### src/rtl/phy_wake_regs_pkg.sv
// Constants shared by the wake, event and clock output register bank.
package phy_wake_regs_pkg;

  // Management port geometry.
  localparam int ADDR_W = 5;
  localparam int DATA_W = 16;
  localparam int WAKE_WORDS = 3;

  // Page select register and its page codes.
  localparam logic [4:0]  OFF_PAGE_SELECT = 5'h1f;
  localparam logic [15:0] PAGE_MAIN       = 16'h0000;
  localparam logic [15:0] PAGE_EXTENDED   = 16'h0001;
  localparam logic [15:0] PAGE_GENERAL    = 16'h0010;

  // Extended page offsets.
  localparam logic [4:0] OFF_WAKE_ADDR_LOW   = 5'h15;
  localparam logic [4:0] OFF_WAKE_ADDR_MID   = 5'h16;
  localparam logic [4:0] OFF_WAKE_ADDR_HIGH  = 5'h17;
  localparam logic [4:0] OFF_WAKE_PASS_LOW   = 5'h18;
  localparam logic [4:0] OFF_WAKE_PASS_MID   = 5'h19;
  localparam logic [4:0] OFF_WAKE_PASS_HIGH  = 5'h1a;
  localparam logic [4:0] OFF_WAKE_MAC_CTRL   = 5'h1b;
  localparam logic [4:0] OFF_EVENT_MASK      = 5'h1c;
  localparam logic [4:0] OFF_EVENT_STATUS    = 5'h1d;

  // General purpose page offsets.
  localparam logic [4:0] OFF_CLOCK_OUTPUT = 5'h0d;

  // Wake and MAC interface control fields.
  localparam int WCTL_SECURE_EN = 15;
  localparam int WCTL_PASS_LEN  = 14;
  localparam int WCTL_REP_HI    = 11;
  localparam int WCTL_REP_LO    = 8;
  localparam int WCTL_EDGE_HI   = 7;
  localparam int WCTL_EDGE_LO   = 5;
  localparam int WCTL_RMII_CLK  = 4;
  localparam int WCTL_CMOS_DRV  = 0;
  localparam logic [15:0] WCTL_RESET = 16'h0ff0;
  localparam logic [15:0] WCTL_WMASK = 16'hcff1;

  // Extended event bit positions, shared by mask and status.
  localparam int EVT_RX_FIFO    = 13;
  localparam int EVT_TX_FIFO    = 12;
  localparam int EVT_LINK_FAIL  = 3;
  localparam int EVT_RX_QUIET   = 2;
  localparam int EVT_RX_SLEEP   = 1;
  localparam int EVT_WAKE_ERR   = 0;
  localparam logic [15:0] EVT_WMASK = 16'h300f;
  localparam logic [15:0] EVT_RESET = 16'h0000;

  // Clock output control fields.
  localparam int CLKO_EN      = 15;
  localparam int CLKO_FREQ_HI = 14;
  localparam int CLKO_FREQ_LO = 13;
  localparam logic [15:0] CLKO_RESET = 16'h0000;
  localparam logic [15:0] CLKO_WMASK = 16'he000;

  // Clock output frequency codes.
  localparam logic [1:0] FREQ_25MHZ  = 2'h0;
  localparam logic [1:0] FREQ_50MHZ  = 2'h1;
  localparam logic [1:0] FREQ_125MHZ = 2'h2;

  localparam logic [15:0] WORD_ZERO = 16'h0000;

endpackage

### src/rtl/phy_wake_irq_reference_clock_output_regs.sv
// Paged management register bank for wake, extended events and clock output.
//
// Added by the designer: the address-and-strobe port.
`timescale 1ns/1ps

module phy_wake_irq_reference_clock_output_regs (
  input  wire logic        core_clk,                 // System clock, 50 MHz.
  input  wire logic        reset_n,                  // Power-on reset, clears everything but the control word, which loads 0ff0.
  input  wire logic        hard_reset,               // Hardware reset pulse.
  input  wire logic        soft_reset,               // Software reset pulse.
  input  wire logic [4:0]  reg_addr,                 // Register address.
  input  wire logic [15:0] reg_wdata,                // Write data.
  input  wire logic        reg_wr,                   // Write strobe.
  input  wire logic        reg_rd,                   // Read strobe.
  output logic      [15:0] reg_rdata,                // Read data, cycle after strobe.
  input  wire logic        rx_fifo_event,            // Receive FIFO over/underflow pulse.
  input  wire logic        tx_fifo_event,            // Transmit FIFO over/underflow pulse.
  input  wire logic        eee_link_fail_event,      // EEE link fail pulse.
  input  wire logic        receive_quiet_timer_event, // Receive quiet timer pulse.
  input  wire logic        receive_sleep_timer_event, // Wait quiet or sleep timer pulse.
  input  wire logic        eee_wake_error_event,     // EEE wake error pulse.
  output logic [47:0]      wake_station_address,     // Magic packet station address.
  output logic [47:0]      wake_password,            // Magic packet password.
  output logic             wake_password_enable,     // Password checking enabled.
  output logic             wake_password_short,      // High selects four-byte password.
  output logic [3:0]       wake_repeat_code,         // Repetitions minus one.
  output logic [2:0]       mac_pad_edge_rate,        // Pad edge rate, 0 slowest.
  output logic             rmii_clock_output_enable, // RMII reference clock out enable.
  output logic             management_interrupt_cmos, // CMOS drive of interrupt pin.
  output logic             management_interrupt_pin, // Interrupt, active high.
  output logic             reference_clock_output_enable, // Clock output pin enable.
  output logic [1:0]       reference_clock_output_freq    // Clock output frequency code.
);

  // Decode of one register address on one page, used for every register but the page select, which decodes on every page.
  function automatic logic reg_hit(input logic [15:0] page,
                                   input logic [4:0]  addr,
                                   input logic [15:0] want_page,
                                   input logic [4:0]  off);
    reg_hit = (page == want_page) && (addr == off);
  endfunction

  // Merge of write data into a register under a writable-bit mask.
  function automatic logic [15:0] merge(input logic [15:0] old,
                                        input logic [15:0] wdata,
                                        input logic [15:0] wmask);
    merge = (old & ~wmask) | (wdata & wmask);
  endfunction

  logic [15:0] page_r;
  logic [15:0] page_nxt;
  logic [15:0] wctl_r;
  logic [15:0] wctl_nxt;
  logic [15:0] mask_r;
  logic [15:0] mask_nxt;
  logic [15:0] status_r;
  logic [15:0] status_nxt;
  logic [15:0] clko_r;
  logic [15:0] clko_nxt;
  logic [15:0] rdata_nxt;
  logic        irq_nxt;
  logic [15:0] addr_word_r [phy_wake_regs_pkg::WAKE_WORDS];
  logic [15:0] pass_word_r [phy_wake_regs_pkg::WAKE_WORDS];
  logic [15:0] addr_rd     [phy_wake_regs_pkg::WAKE_WORDS];
  logic [15:0] pass_rd     [phy_wake_regs_pkg::WAKE_WORDS];

  // Reset classes: ordinary bits clear on any reset, sticky bits only on a
  // hardware reset, general purpose bits only at power-on.
  wire clr_ordinary = soft_reset | hard_reset;
  wire clr_sticky   = hard_reset;

  // Register decodes.
  wire page_hit = (reg_addr == phy_wake_regs_pkg::OFF_PAGE_SELECT);
  wire wctl_hit = reg_hit(page_r, reg_addr, phy_wake_regs_pkg::PAGE_EXTENDED,
                          phy_wake_regs_pkg::OFF_WAKE_MAC_CTRL);
  wire mask_hit = reg_hit(page_r, reg_addr, phy_wake_regs_pkg::PAGE_EXTENDED,
                          phy_wake_regs_pkg::OFF_EVENT_MASK);
  wire stat_hit = reg_hit(page_r, reg_addr, phy_wake_regs_pkg::PAGE_EXTENDED,
                          phy_wake_regs_pkg::OFF_EVENT_STATUS);
  wire clko_hit = reg_hit(page_r, reg_addr, phy_wake_regs_pkg::PAGE_GENERAL,
                          phy_wake_regs_pkg::OFF_CLOCK_OUTPUT);

  // Page select takes any written value; only the known codes map registers.
  assign page_nxt = (reg_wr && page_hit) ? reg_wdata : page_r;

  // Wake and MAC interface control with its reserved bits held at zero.
  assign wctl_nxt = (reg_wr && wctl_hit) ?
                    merge(wctl_r, reg_wdata, phy_wake_regs_pkg::WCTL_WMASK) : wctl_r;

  // Event mask: only the six defined enables are writable.
  assign mask_nxt = (reg_wr && mask_hit) ?
                    merge(mask_r, reg_wdata, phy_wake_regs_pkg::EVT_WMASK) : mask_r;

  // Clock output control in the general purpose page.
  assign clko_nxt = (reg_wr && clko_hit) ?
                    merge(clko_r, reg_wdata, phy_wake_regs_pkg::CLKO_WMASK) : clko_r;

  // Incoming events placed at their status positions.
  logic [15:0] event_vec;
  always_comb begin
    event_vec = phy_wake_regs_pkg::WORD_ZERO;
    event_vec[phy_wake_regs_pkg::EVT_RX_FIFO]   = rx_fifo_event;
    event_vec[phy_wake_regs_pkg::EVT_TX_FIFO]   = tx_fifo_event;
    event_vec[phy_wake_regs_pkg::EVT_LINK_FAIL] = eee_link_fail_event;
    event_vec[phy_wake_regs_pkg::EVT_RX_QUIET]  = receive_quiet_timer_event;
    event_vec[phy_wake_regs_pkg::EVT_RX_SLEEP]  = receive_sleep_timer_event;
    event_vec[phy_wake_regs_pkg::EVT_WAKE_ERR]  = eee_wake_error_event;
  end

  // A read of the status word clears it; an event in the same cycle survives
  // so that nothing is lost between the read and the clear.
  wire stat_rd = reg_rd && stat_hit;
  assign status_nxt = ((stat_rd ? phy_wake_regs_pkg::WORD_ZERO : status_r) | event_vec)
                      & phy_wake_regs_pkg::EVT_WMASK;

  // Interrupt follows the next status so it drops in step with the clear.
  assign irq_nxt = |(status_nxt & mask_nxt);

  // Wake address and password words, three of each.
  genvar i;
  generate
    for (i = 0; i < phy_wake_regs_pkg::WAKE_WORDS; i++) begin : g_wake
      localparam int AOFF = int'(phy_wake_regs_pkg::OFF_WAKE_ADDR_LOW) + i;
      localparam int POFF = int'(phy_wake_regs_pkg::OFF_WAKE_PASS_LOW) + i;
      wire a_hit = reg_hit(page_r, reg_addr, phy_wake_regs_pkg::PAGE_EXTENDED, AOFF[4:0]);
      wire p_hit = reg_hit(page_r, reg_addr, phy_wake_regs_pkg::PAGE_EXTENDED, POFF[4:0]);

      // Sticky storage: survives a software reset.
      always_ff @(posedge core_clk) begin
        if (!reset_n || clr_sticky) begin
          addr_word_r[i] <= phy_wake_regs_pkg::WORD_ZERO;
          pass_word_r[i] <= phy_wake_regs_pkg::WORD_ZERO;
        end else begin
          if (reg_wr && a_hit) begin
            addr_word_r[i] <= reg_wdata;
          end
          if (reg_wr && p_hit) begin
            pass_word_r[i] <= reg_wdata;
          end
        end
      end

      assign addr_rd[i] = a_hit ? addr_word_r[i] : phy_wake_regs_pkg::WORD_ZERO;
      assign pass_rd[i] = p_hit ? pass_word_r[i] : phy_wake_regs_pkg::WORD_ZERO;
    end
  endgenerate

  // Read mux; unmapped addresses and the main page read as zero.
  assign rdata_nxt = (page_hit ? page_r : phy_wake_regs_pkg::WORD_ZERO)
                   | (wctl_hit ? wctl_r : phy_wake_regs_pkg::WORD_ZERO)
                   | (mask_hit ? mask_r : phy_wake_regs_pkg::WORD_ZERO)
                   | (stat_hit ? status_r : phy_wake_regs_pkg::WORD_ZERO)
                   | (clko_hit ? clko_r : phy_wake_regs_pkg::WORD_ZERO)
                   | addr_rd[0] | addr_rd[1] | addr_rd[2]
                   | pass_rd[0] | pass_rd[1] | pass_rd[2];

  // Ordinary state: page select, status, interrupt and read data.
  always_ff @(posedge core_clk) begin
    if (!reset_n || clr_ordinary) begin
      page_r                   <= phy_wake_regs_pkg::PAGE_MAIN;
      status_r                 <= phy_wake_regs_pkg::EVT_RESET;
      management_interrupt_pin <= 1'b0;
      reg_rdata                <= phy_wake_regs_pkg::WORD_ZERO;
    end else begin
      page_r                   <= page_nxt;
      status_r                 <= status_nxt;
      management_interrupt_pin <= irq_nxt;
      reg_rdata                <= reg_rd ? rdata_nxt : phy_wake_regs_pkg::WORD_ZERO;
    end
  end

  // Sticky control words.
  always_ff @(posedge core_clk) begin
    if (!reset_n || clr_sticky) begin
      wctl_r <= phy_wake_regs_pkg::WCTL_RESET;
      mask_r <= phy_wake_regs_pkg::EVT_RESET;
    end else begin
      wctl_r <= wctl_nxt;
      mask_r <= mask_nxt;
    end
  end

  // General purpose space is super-sticky: only power-on clears it, never the
  // hardware or software reset pulses.
  always_ff @(posedge core_clk) begin
    if (!reset_n) begin
      clko_r <= phy_wake_regs_pkg::CLKO_RESET;
    end else begin
      clko_r <= clko_nxt;
    end
  end

  // Output views of stored words; each bit is a flip-flop.
  assign wake_station_address = {addr_word_r[2], addr_word_r[1], addr_word_r[0]};
  assign wake_password        = {pass_word_r[2], pass_word_r[1], pass_word_r[0]};
  assign wake_password_enable = wctl_r[phy_wake_regs_pkg::WCTL_SECURE_EN];
  assign wake_password_short  = wctl_r[phy_wake_regs_pkg::WCTL_PASS_LEN];
  assign wake_repeat_code     =
    wctl_r[phy_wake_regs_pkg::WCTL_REP_HI:phy_wake_regs_pkg::WCTL_REP_LO];
  assign mac_pad_edge_rate    =
    wctl_r[phy_wake_regs_pkg::WCTL_EDGE_HI:phy_wake_regs_pkg::WCTL_EDGE_LO];
  assign rmii_clock_output_enable  = wctl_r[phy_wake_regs_pkg::WCTL_RMII_CLK];
  assign management_interrupt_cmos = wctl_r[phy_wake_regs_pkg::WCTL_CMOS_DRV];
  assign reference_clock_output_enable = clko_r[phy_wake_regs_pkg::CLKO_EN];
  // The reserved code 11 is stored and passed on; the clock generator decides.
  assign reference_clock_output_freq =
    clko_r[phy_wake_regs_pkg::CLKO_FREQ_HI:phy_wake_regs_pkg::CLKO_FREQ_LO];

endmodule

### config.mk
export PLATFORM = sky130hd
export DESIGN_NAME = phy_wake_irq_reference_clock_output_regs
export DESIGN_NICKNAME = d
export VERILOG_FILES = /design/src/rtl/phy_wake_regs_pkg.sv /design/src/rtl/phy_wake_irq_reference_clock_output_regs.sv
export SDC_FILE = /design/constraint.sdc
export NUM_CORES = 1
export LEC_CHECK = 0
export ABC_AREA = 0
export BUFFER_PORTS_ARGS = -buffer_cell sky130_fd_sc_hd__buf_2
export CAP_MARGIN = 20
export CORE_MARGIN = 8
export CORE_UTILIZATION = 53
export CTS_BUF_LIST = sky130_fd_sc_hd__clkbuf_16
export DETAILED_ROUTE_END_ITERATION = 12
export HOLD_SLACK_MARGIN = 0.06
export PLACE_DENSITY = 0.77
export SKIP_LAST_GASP = 1
export SLEW_MARGIN = 20
export SYNTH_ARGS = -nofsm -noshare
export SYNTH_HDL_FRONTEND = slang
export SYNTH_SLANG_ARGS = --single-unit
### constraint.sdc
create_clock -name core_clk -period 2.8 [get_ports core_clk]
set_input_delay 0.28 -clock core_clk [delete_from_list [all_inputs] [get_ports core_clk]]
set_output_delay 0.28 -clock core_clk [all_outputs]
set_load 0.05 [all_outputs]
==> metrics, run 1 <==
FP Rows 40; PortBufs 159; Antenna Cells 0; initial antenna violation count 0; DR vias/cell 6.25; clock share of power 45.1%; final worst path period need 2.52 ns; Post-DRT Antenna Nets 0; Gate power share 8.2%; setup TNS 0 ns; synth warn 0; die area 16200 sq um; Syn-to-layout area delta 25.8%; via count of the routed design 5532; post-synth top area share 44.0%; drt first-iter violations 781; Final setup viols 0; first-pass GRT wire length 32.5 mm; clk_lat worst skew 0.43 ns; Post-CTS Resized 0; Routed WL per cell 24.3 microns; Die X 127 microns; CP peak stage delay 0.40 ns; RePlAce Congestion 0.940; cell area after synthesis 6550 sq um; static leakage 3.48 nW; initial core utilization 54.5%; Tightest Pin Transition 0.878 ns; Pwr per Cell Area 655 nW/um^2; clock-pin slew on the worst setup and hold paths 0.06 ns; Int Pwr 4.11 mW; Clock Skews 0.00727 ns; Switch Pwr 1.28 mW; clock root buffer clkbuf_16; CTS tree built; CTS sink cnt 155; Synth area leaders edfxtp_1 44%, dfxtp_1 18%, and2_1 9.7%, nand2_1 3.4%, a22oi_1 2.9%; Sw Share 23.7%; Core Footprint 12000 sq um; peak supply drop 0.427 mV; hold slack 0.0838 ns; startpoint class of the critical path flop; vias in the first global route 5562; sequential share of the synthesized area 62.1%; number of remaining DRC errors 0; Finished Core Util 68.6%; FMAX 0.398 GHz; max cap viols 0; crit path DAT 2.64 ns; HP Class input port to flop; Pins Over Slew Limit 0; WS Path Type flop to flop; DRT Pass-1 Iters 7; largest net degree at the start of global routing 33; Setup Fix Bufs, Post-CTS 0; cell count after synthesis 547; relative slew slack 41.5%; Final period util 89.8%; CP endpoint kind flop; outcome finished, final reports clean; GRT Overall Usage 26.8%; H-tree depth 4; Clock Tree Buf Depth 2; highest net fanout along the worst path 11; sequential share of power 46.7%; final hold vios 0; CP Cell Sequence nor4_2 > nand4_1 > buf_4 > nor4_4 > nand2_1 > nand2_1 > buf_4; Synth Net Count 580; Post-DP Area 7620 sq um; I/O pins 160; Yosys reg bits 155; DIE HEIGHT 127 microns; cts bufs inserted 17; RSZ-0062 raised after global routing false; slowest stage cell, crit path nor4_4; final instance area 8240 sq um; cts hold-fix bufs 0; Synth area leader edfxtp_1; Required @ worst endpoint 2.93 ns; hpwl dp 15.1 mm; Avg Inst Size Synth 12.0 sq um; grt ovf 0; overall routed net length 21.5 mm; post-layout net count 758; layout cells sized above 1 32.0%; Yosys cell types 38
[flip-flops by register name, indices dropped and copies added, names as in the netlist]
register and count:
addr_word_r 48, mask_r 6, status_r 6, pass_word_r 48, page_r 16, wctl_r 11
management_interrupt_pin 1, reg_rdata 16, clko_r 3
[power groups by stage]
stage / Clock, mW / Sequential (mW) / Combinational (mW)
after floorplan: 0 / 2.76 / 0.0659
after global placement: 0 / 2.56 / 0.436
after detailed placement: 0 / 2.56 / 0.439
after CTS: 2.43 / 2.52 / 0.439
after global routing: 2.53 / 2.52 / 0.456
final: 2.43 / 2.52 / 0.441
[layout make-up]
cell class              count  area [sq um]
well taps                 147           184
multi-input cells         360          2320
repair buffers            191          1050
clock inverters            15           190
fillers                   879          3780
flip-flops and latches    155          4060
clock buffers              17           425
[kinds of logic (layout without fill, tap and decap cells)]
group / Yosys count / in the layout / share of synthesized area [%]
AND/OR/NAND/NOR: 240 / 240 / 21.6
buffers and inverters: 32 / 223 / 2.45
flip-flops: 155 / 155 / 62.1
AO/OA/AOI/OAI: 112 / 112 / 12.6
multiplexers: 8 / 8 / 1.28
[path summary, 6_finish.rpt]
| check | depth (start not counted) | to | slack (ns) | start |
|---|---|---|---|---|
| max | 7 | addr_word_r[0][8] | 0.28 | page_r[6] |
| min | 3 | status_r[3] | 0.08 | eee_link_fail_event |
| max reg2reg | 7 | addr_word_r[0][8] | 0.28 | page_r[6] |
| min reg2reg | 2 | page_r[8] | 0.49 | page_r[8] |
[per-layer routing]
layer	up-vias	global-route usage (%)	wire [microns]
met5	-	0	0
met4	0	12.2	689
met3	42	8.03	2340
met2	397	40.3	9800
met1	2698	35.0	8640
li1	2395	-	-
[cells in the final DEF (no fill, tap or decap), types with 17 or more instances in the layout]
cell | Yosys | routed
buf_4 | 6 | 31
dfxtp_1 | 59 | 59
nand2_1 | 60 | 60
nand3_1 | 28 | 28
buf_2 | 8 | 159
clkbuf_16 | 0 | 17
and2_1 | 101 | 101
a21oi_1 | 24 | 24
a22oi_1 | 25 | 25
edfxtp_1 | 96 | 96
[cell usage after synthesis (all sizes together)]
| cell type | n |
|---|---|
| a21boi | 3 |
| a21o | 2 |
| a21oi | 24 |
| a221oi | 15 |
| a222oi | 8 |
| a22o | 15 |
| a22oi | 25 |
| a31oi | 15 |
| a32o | 1 |
| a41oi | 1 |
| and2 | 101 |
| and3 | 7 |
| and4 | 1 |
| buf | 15 |
| clkbuf | 17 |
| dfxtp | 59 |
| edfxtp | 96 |
| mux2 | 3 |
| mux2i | 5 |
| nand2 | 60 |
| nand2b | 7 |
| nand3 | 28 |
| nand4 | 3 |
| nor2 | 14 |
| nor2b | 1 |
| nor3 | 3 |
| nor3b | 1 |
| nor4 | 10 |
| nor4b | 1 |
| o22ai | 2 |
| o31a | 1 |
| or2 | 2 |
| or3 | 1 |
[metrics by stage]
stage / total power [mW] / instances / worst slack, ns
2_1_floorplan: 2.83 / 547 / 0.308
3_3_place_gp: 3.00 / 853 / 0.412
3_5_place_dp: 3.00 / 853 / 0.367
4_1_cts: 5.39 / 885 / 0.341
5_1_grt: 5.51 / 885 / 0.123
6_report: 5.39 / 885 / 0.285
[worst max-delay path, delay by kind of cell, from the launching register on]
family	cells	cell delay [ns]
buffers and inverters	2	0.51
flip-flops	1	0.33
AND/OR/NAND/NOR	5	1.36
Note: power is estimated with default switching activity, not from simulation.
==> run 2: changes to the inputs <==
--- a/config.mk
+++ b/config.mk
@@ -9,11 +9,11 @@
 export BUFFER_PORTS_ARGS = -buffer_cell sky130_fd_sc_hd__buf_2
 export CAP_MARGIN = 20
 export CORE_MARGIN = 8
-export CORE_UTILIZATION = 53
+export CORE_UTILIZATION = 57
 export CTS_BUF_LIST = sky130_fd_sc_hd__clkbuf_16
 export DETAILED_ROUTE_END_ITERATION = 12
 export HOLD_SLACK_MARGIN = 0.06
-export PLACE_DENSITY = 0.77
+export PLACE_DENSITY_LB_ADDON = 0.3
 export SKIP_LAST_GASP = 1
 export SLEW_MARGIN = 20
 export SYNTH_ARGS = -nofsm -noshare
==> constraint.sdc (replaced) <==
create_clock -name core_clk -period 2.9 [get_ports core_clk]
set_input_delay 0.29 -clock core_clk [delete_from_list [all_inputs] [get_ports core_clk]]
set_output_delay 0.29 -clock core_clk [all_outputs]
set_load 0.05 [all_outputs]
==> run 2 against run 1 <==
Against the previous run:
- via count fell by 0.92%
- worst hold slack improved by 0.0036 ns
- global-route usage rose by 2.1 points
- cell area fell by 1.3%
- critical path type unchanged
- highest routed layer unchanged
==> metrics, run 2 (synthesized netlist as in run 1, its figures left out) <==
outcome finished, final reports clean; r2r endpoint pass_word_r[2][7]; Routed WL per cell 24.5 microns (+1.0%); Die X 123 microns (-3.1%); FP Rows 39 (-2.5%); RSZ-0062 raised after global routing false; Final setup viols 0 (unchanged); Clock Skews 0.00830 ns (+0.00104 ns); CTS sink cnt 155 (unchanged); Fillers 823 (-6.4%); highest net fanout along the worst path 16 (+5); DRT Pass-1 Iters 5 (-2); DIE HEIGHT 123 microns (-3.1%); initial core utilization 57.8% (+3.3 points); Required @ worst endpoint 3.19 ns (+0.26 ns); Reg2Reg Depth 6 (-1); crit path DAT 2.81 ns (+0.17 ns); Pwr per Cell Area 593 nW/um^2 (-9.5%); layout cells sized above 1 31.2% (-0.77 points); Post-CTS Resized 0 (unchanged); grt ovf 0 (unchanged); final worst path period need 2.52 ns (+0.00753 ns); setup TNS 0 ns (unchanged); H-tree depth 4 (unchanged); first-pass GRT wire length 32.4 mm (-0.21%); Largest regs addr_word_r (48), pass_word_r (48); clock root buffer clkbuf_16; cts hold-fix bufs 0 (unchanged); FF-to-FF setup slack 0.38 ns (+0.09 ns); relative slew slack 39.4% (-2.0 points); startpoint class of the critical path flop; overall routed net length 21.6 mm (+0.44%); Antenna Cells 0 (unchanged); Pins Over Slew Limit 0 (unchanged); WS Path Type flop to flop; initial antenna violation count 0 (unchanged); CP endpoint kind flop; GRT Overall Usage 28.9% (+2.1 points); hold_sp rx_fifo_event; peak supply drop 0.441 mV (+3.2%); DR vias/cell 6.23 (-0.36%); Syn-to-layout area delta 24.2%; static leakage 3.44 nW (-1.1%); most common cell after layout, fill and taps aside buf_2; RePlAce Congestion 0.887 (-5.6%); hpwl dp 15.3 mm (+1.0%); final hold vios 0 (unchanged); I/O pins 160 (unchanged); register area 4060 sq um (unchanged); drt first-iter violations 699 (-10%); Final period util 87.0% (-2.8 points); footprint of the multi-input gates 2320 sq um (unchanged); via count of the routed design 5481 (-0.92%); Tightest Pin Transition 0.908 ns (+0.0305 ns); worst slack, placed 0.423 ns (+0.0553 ns); die area 15200 sq um (-6.1%); Post-DRT Antenna Nets 0 (unchanged); Clock Tree Buf Depth 2 (unchanged); Setup Fix Bufs, Post-CTS 0 (unchanged); hold path endpoint status_r[13]; worst setup slack after layout 0.377 ns (+0.0925 ns); most frequent cells in the layout 159 x buf_2, 101 x and2_1, 96 x edfxtp_1; hold depth 3 (unchanged); clock-pin slew on the worst setup and hold paths 0.06 ns (about the same); max cap viols 0 (unchanged); cts bufs inserted 17 (unchanged); HP Class input port to flop; R2R Path Start page_r[6]; vias in the first global route 5561 (-0.018%); largest net degree at the start of global routing 21 (-36%); number of remaining DRC errors 0 (unchanged); post-layout net count 757 (-0.13%); PortBufs 159 (unchanged); Core Footprint 11300 sq um (-5.7%); FMAX 0.396 GHz (-0.30%); CTS tree built; clk_lat worst skew 0.43 ns (about the same)
run 2: how the worst max path moves through the flow:
stage          startpoint            endpoint  slack, ns  cells past startpoint
2_1_floorplan  page_r[15]   pass_word_r[0][0]       0.41                      7
3_3_place_gp    page_r[6]   pass_word_r[2][4]       0.39                      6
3_5_place_dp    page_r[6]   addr_word_r[2][9]       0.42                      7
4_1_cts         page_r[6]   addr_word_r[2][5]       0.41                      7
5_1_grt        page_r[10]  addr_word_r[2][12]       0.19                      7
6_report        page_r[6]   pass_word_r[2][7]       0.38                      6
run 2: per-stage QoR:
stage	utilization [%]	hold slack (ns)	std cells	instance area, sq um	power, mW
after floorplan	-	0.414	547	6550	2.73
after global placement	67.3	0.470	848	7620	2.90
after detailed placement	67.3	0.476	848	7620	2.90
after CTS	71.8	0.0824	880	8130	4.81
after global routing	71.8	0.117	880	8130	4.93
final	71.8	0.0874	880	8130	4.82
run 2: routing by layer:
metal | GRT usage [%] | routed length (microns) | up-vias
li1 | - | - | 2400
met1 | 36.5 | 8030 | 2621
met2 | 45.6 | 10100 | 409
met3 | 8.31 | 2770 | 51
met4 | 12.6 | 641 | 0
met5 | 0 | 0 | -
run 2: power breakdown:
group	switching [mW]	internal [mW]
Combinational	0.344	0.0828
Sequential	0.0390	2.39
Clock	0.826	1.13
Total	1.21	3.61
run 2: final cells by class:
class | count | area share [%]
clock inverter | 15 | 1.03
sequential | 155 | 50.0
multi-input combinational | 360 | 28.6
tap | 143 | 2.20
clock buffer | 17 | 5.23
timing repair buffer | 190 | 13.0
run 2: critical path: stages (launching register included):
cell	delay, ns
dfxtp_1	0.33
nor4_2	0.33
nand4_1	0.13
buf_4	0.23
nor4_4	0.40
and3_1	0.71
and2_1	0.25
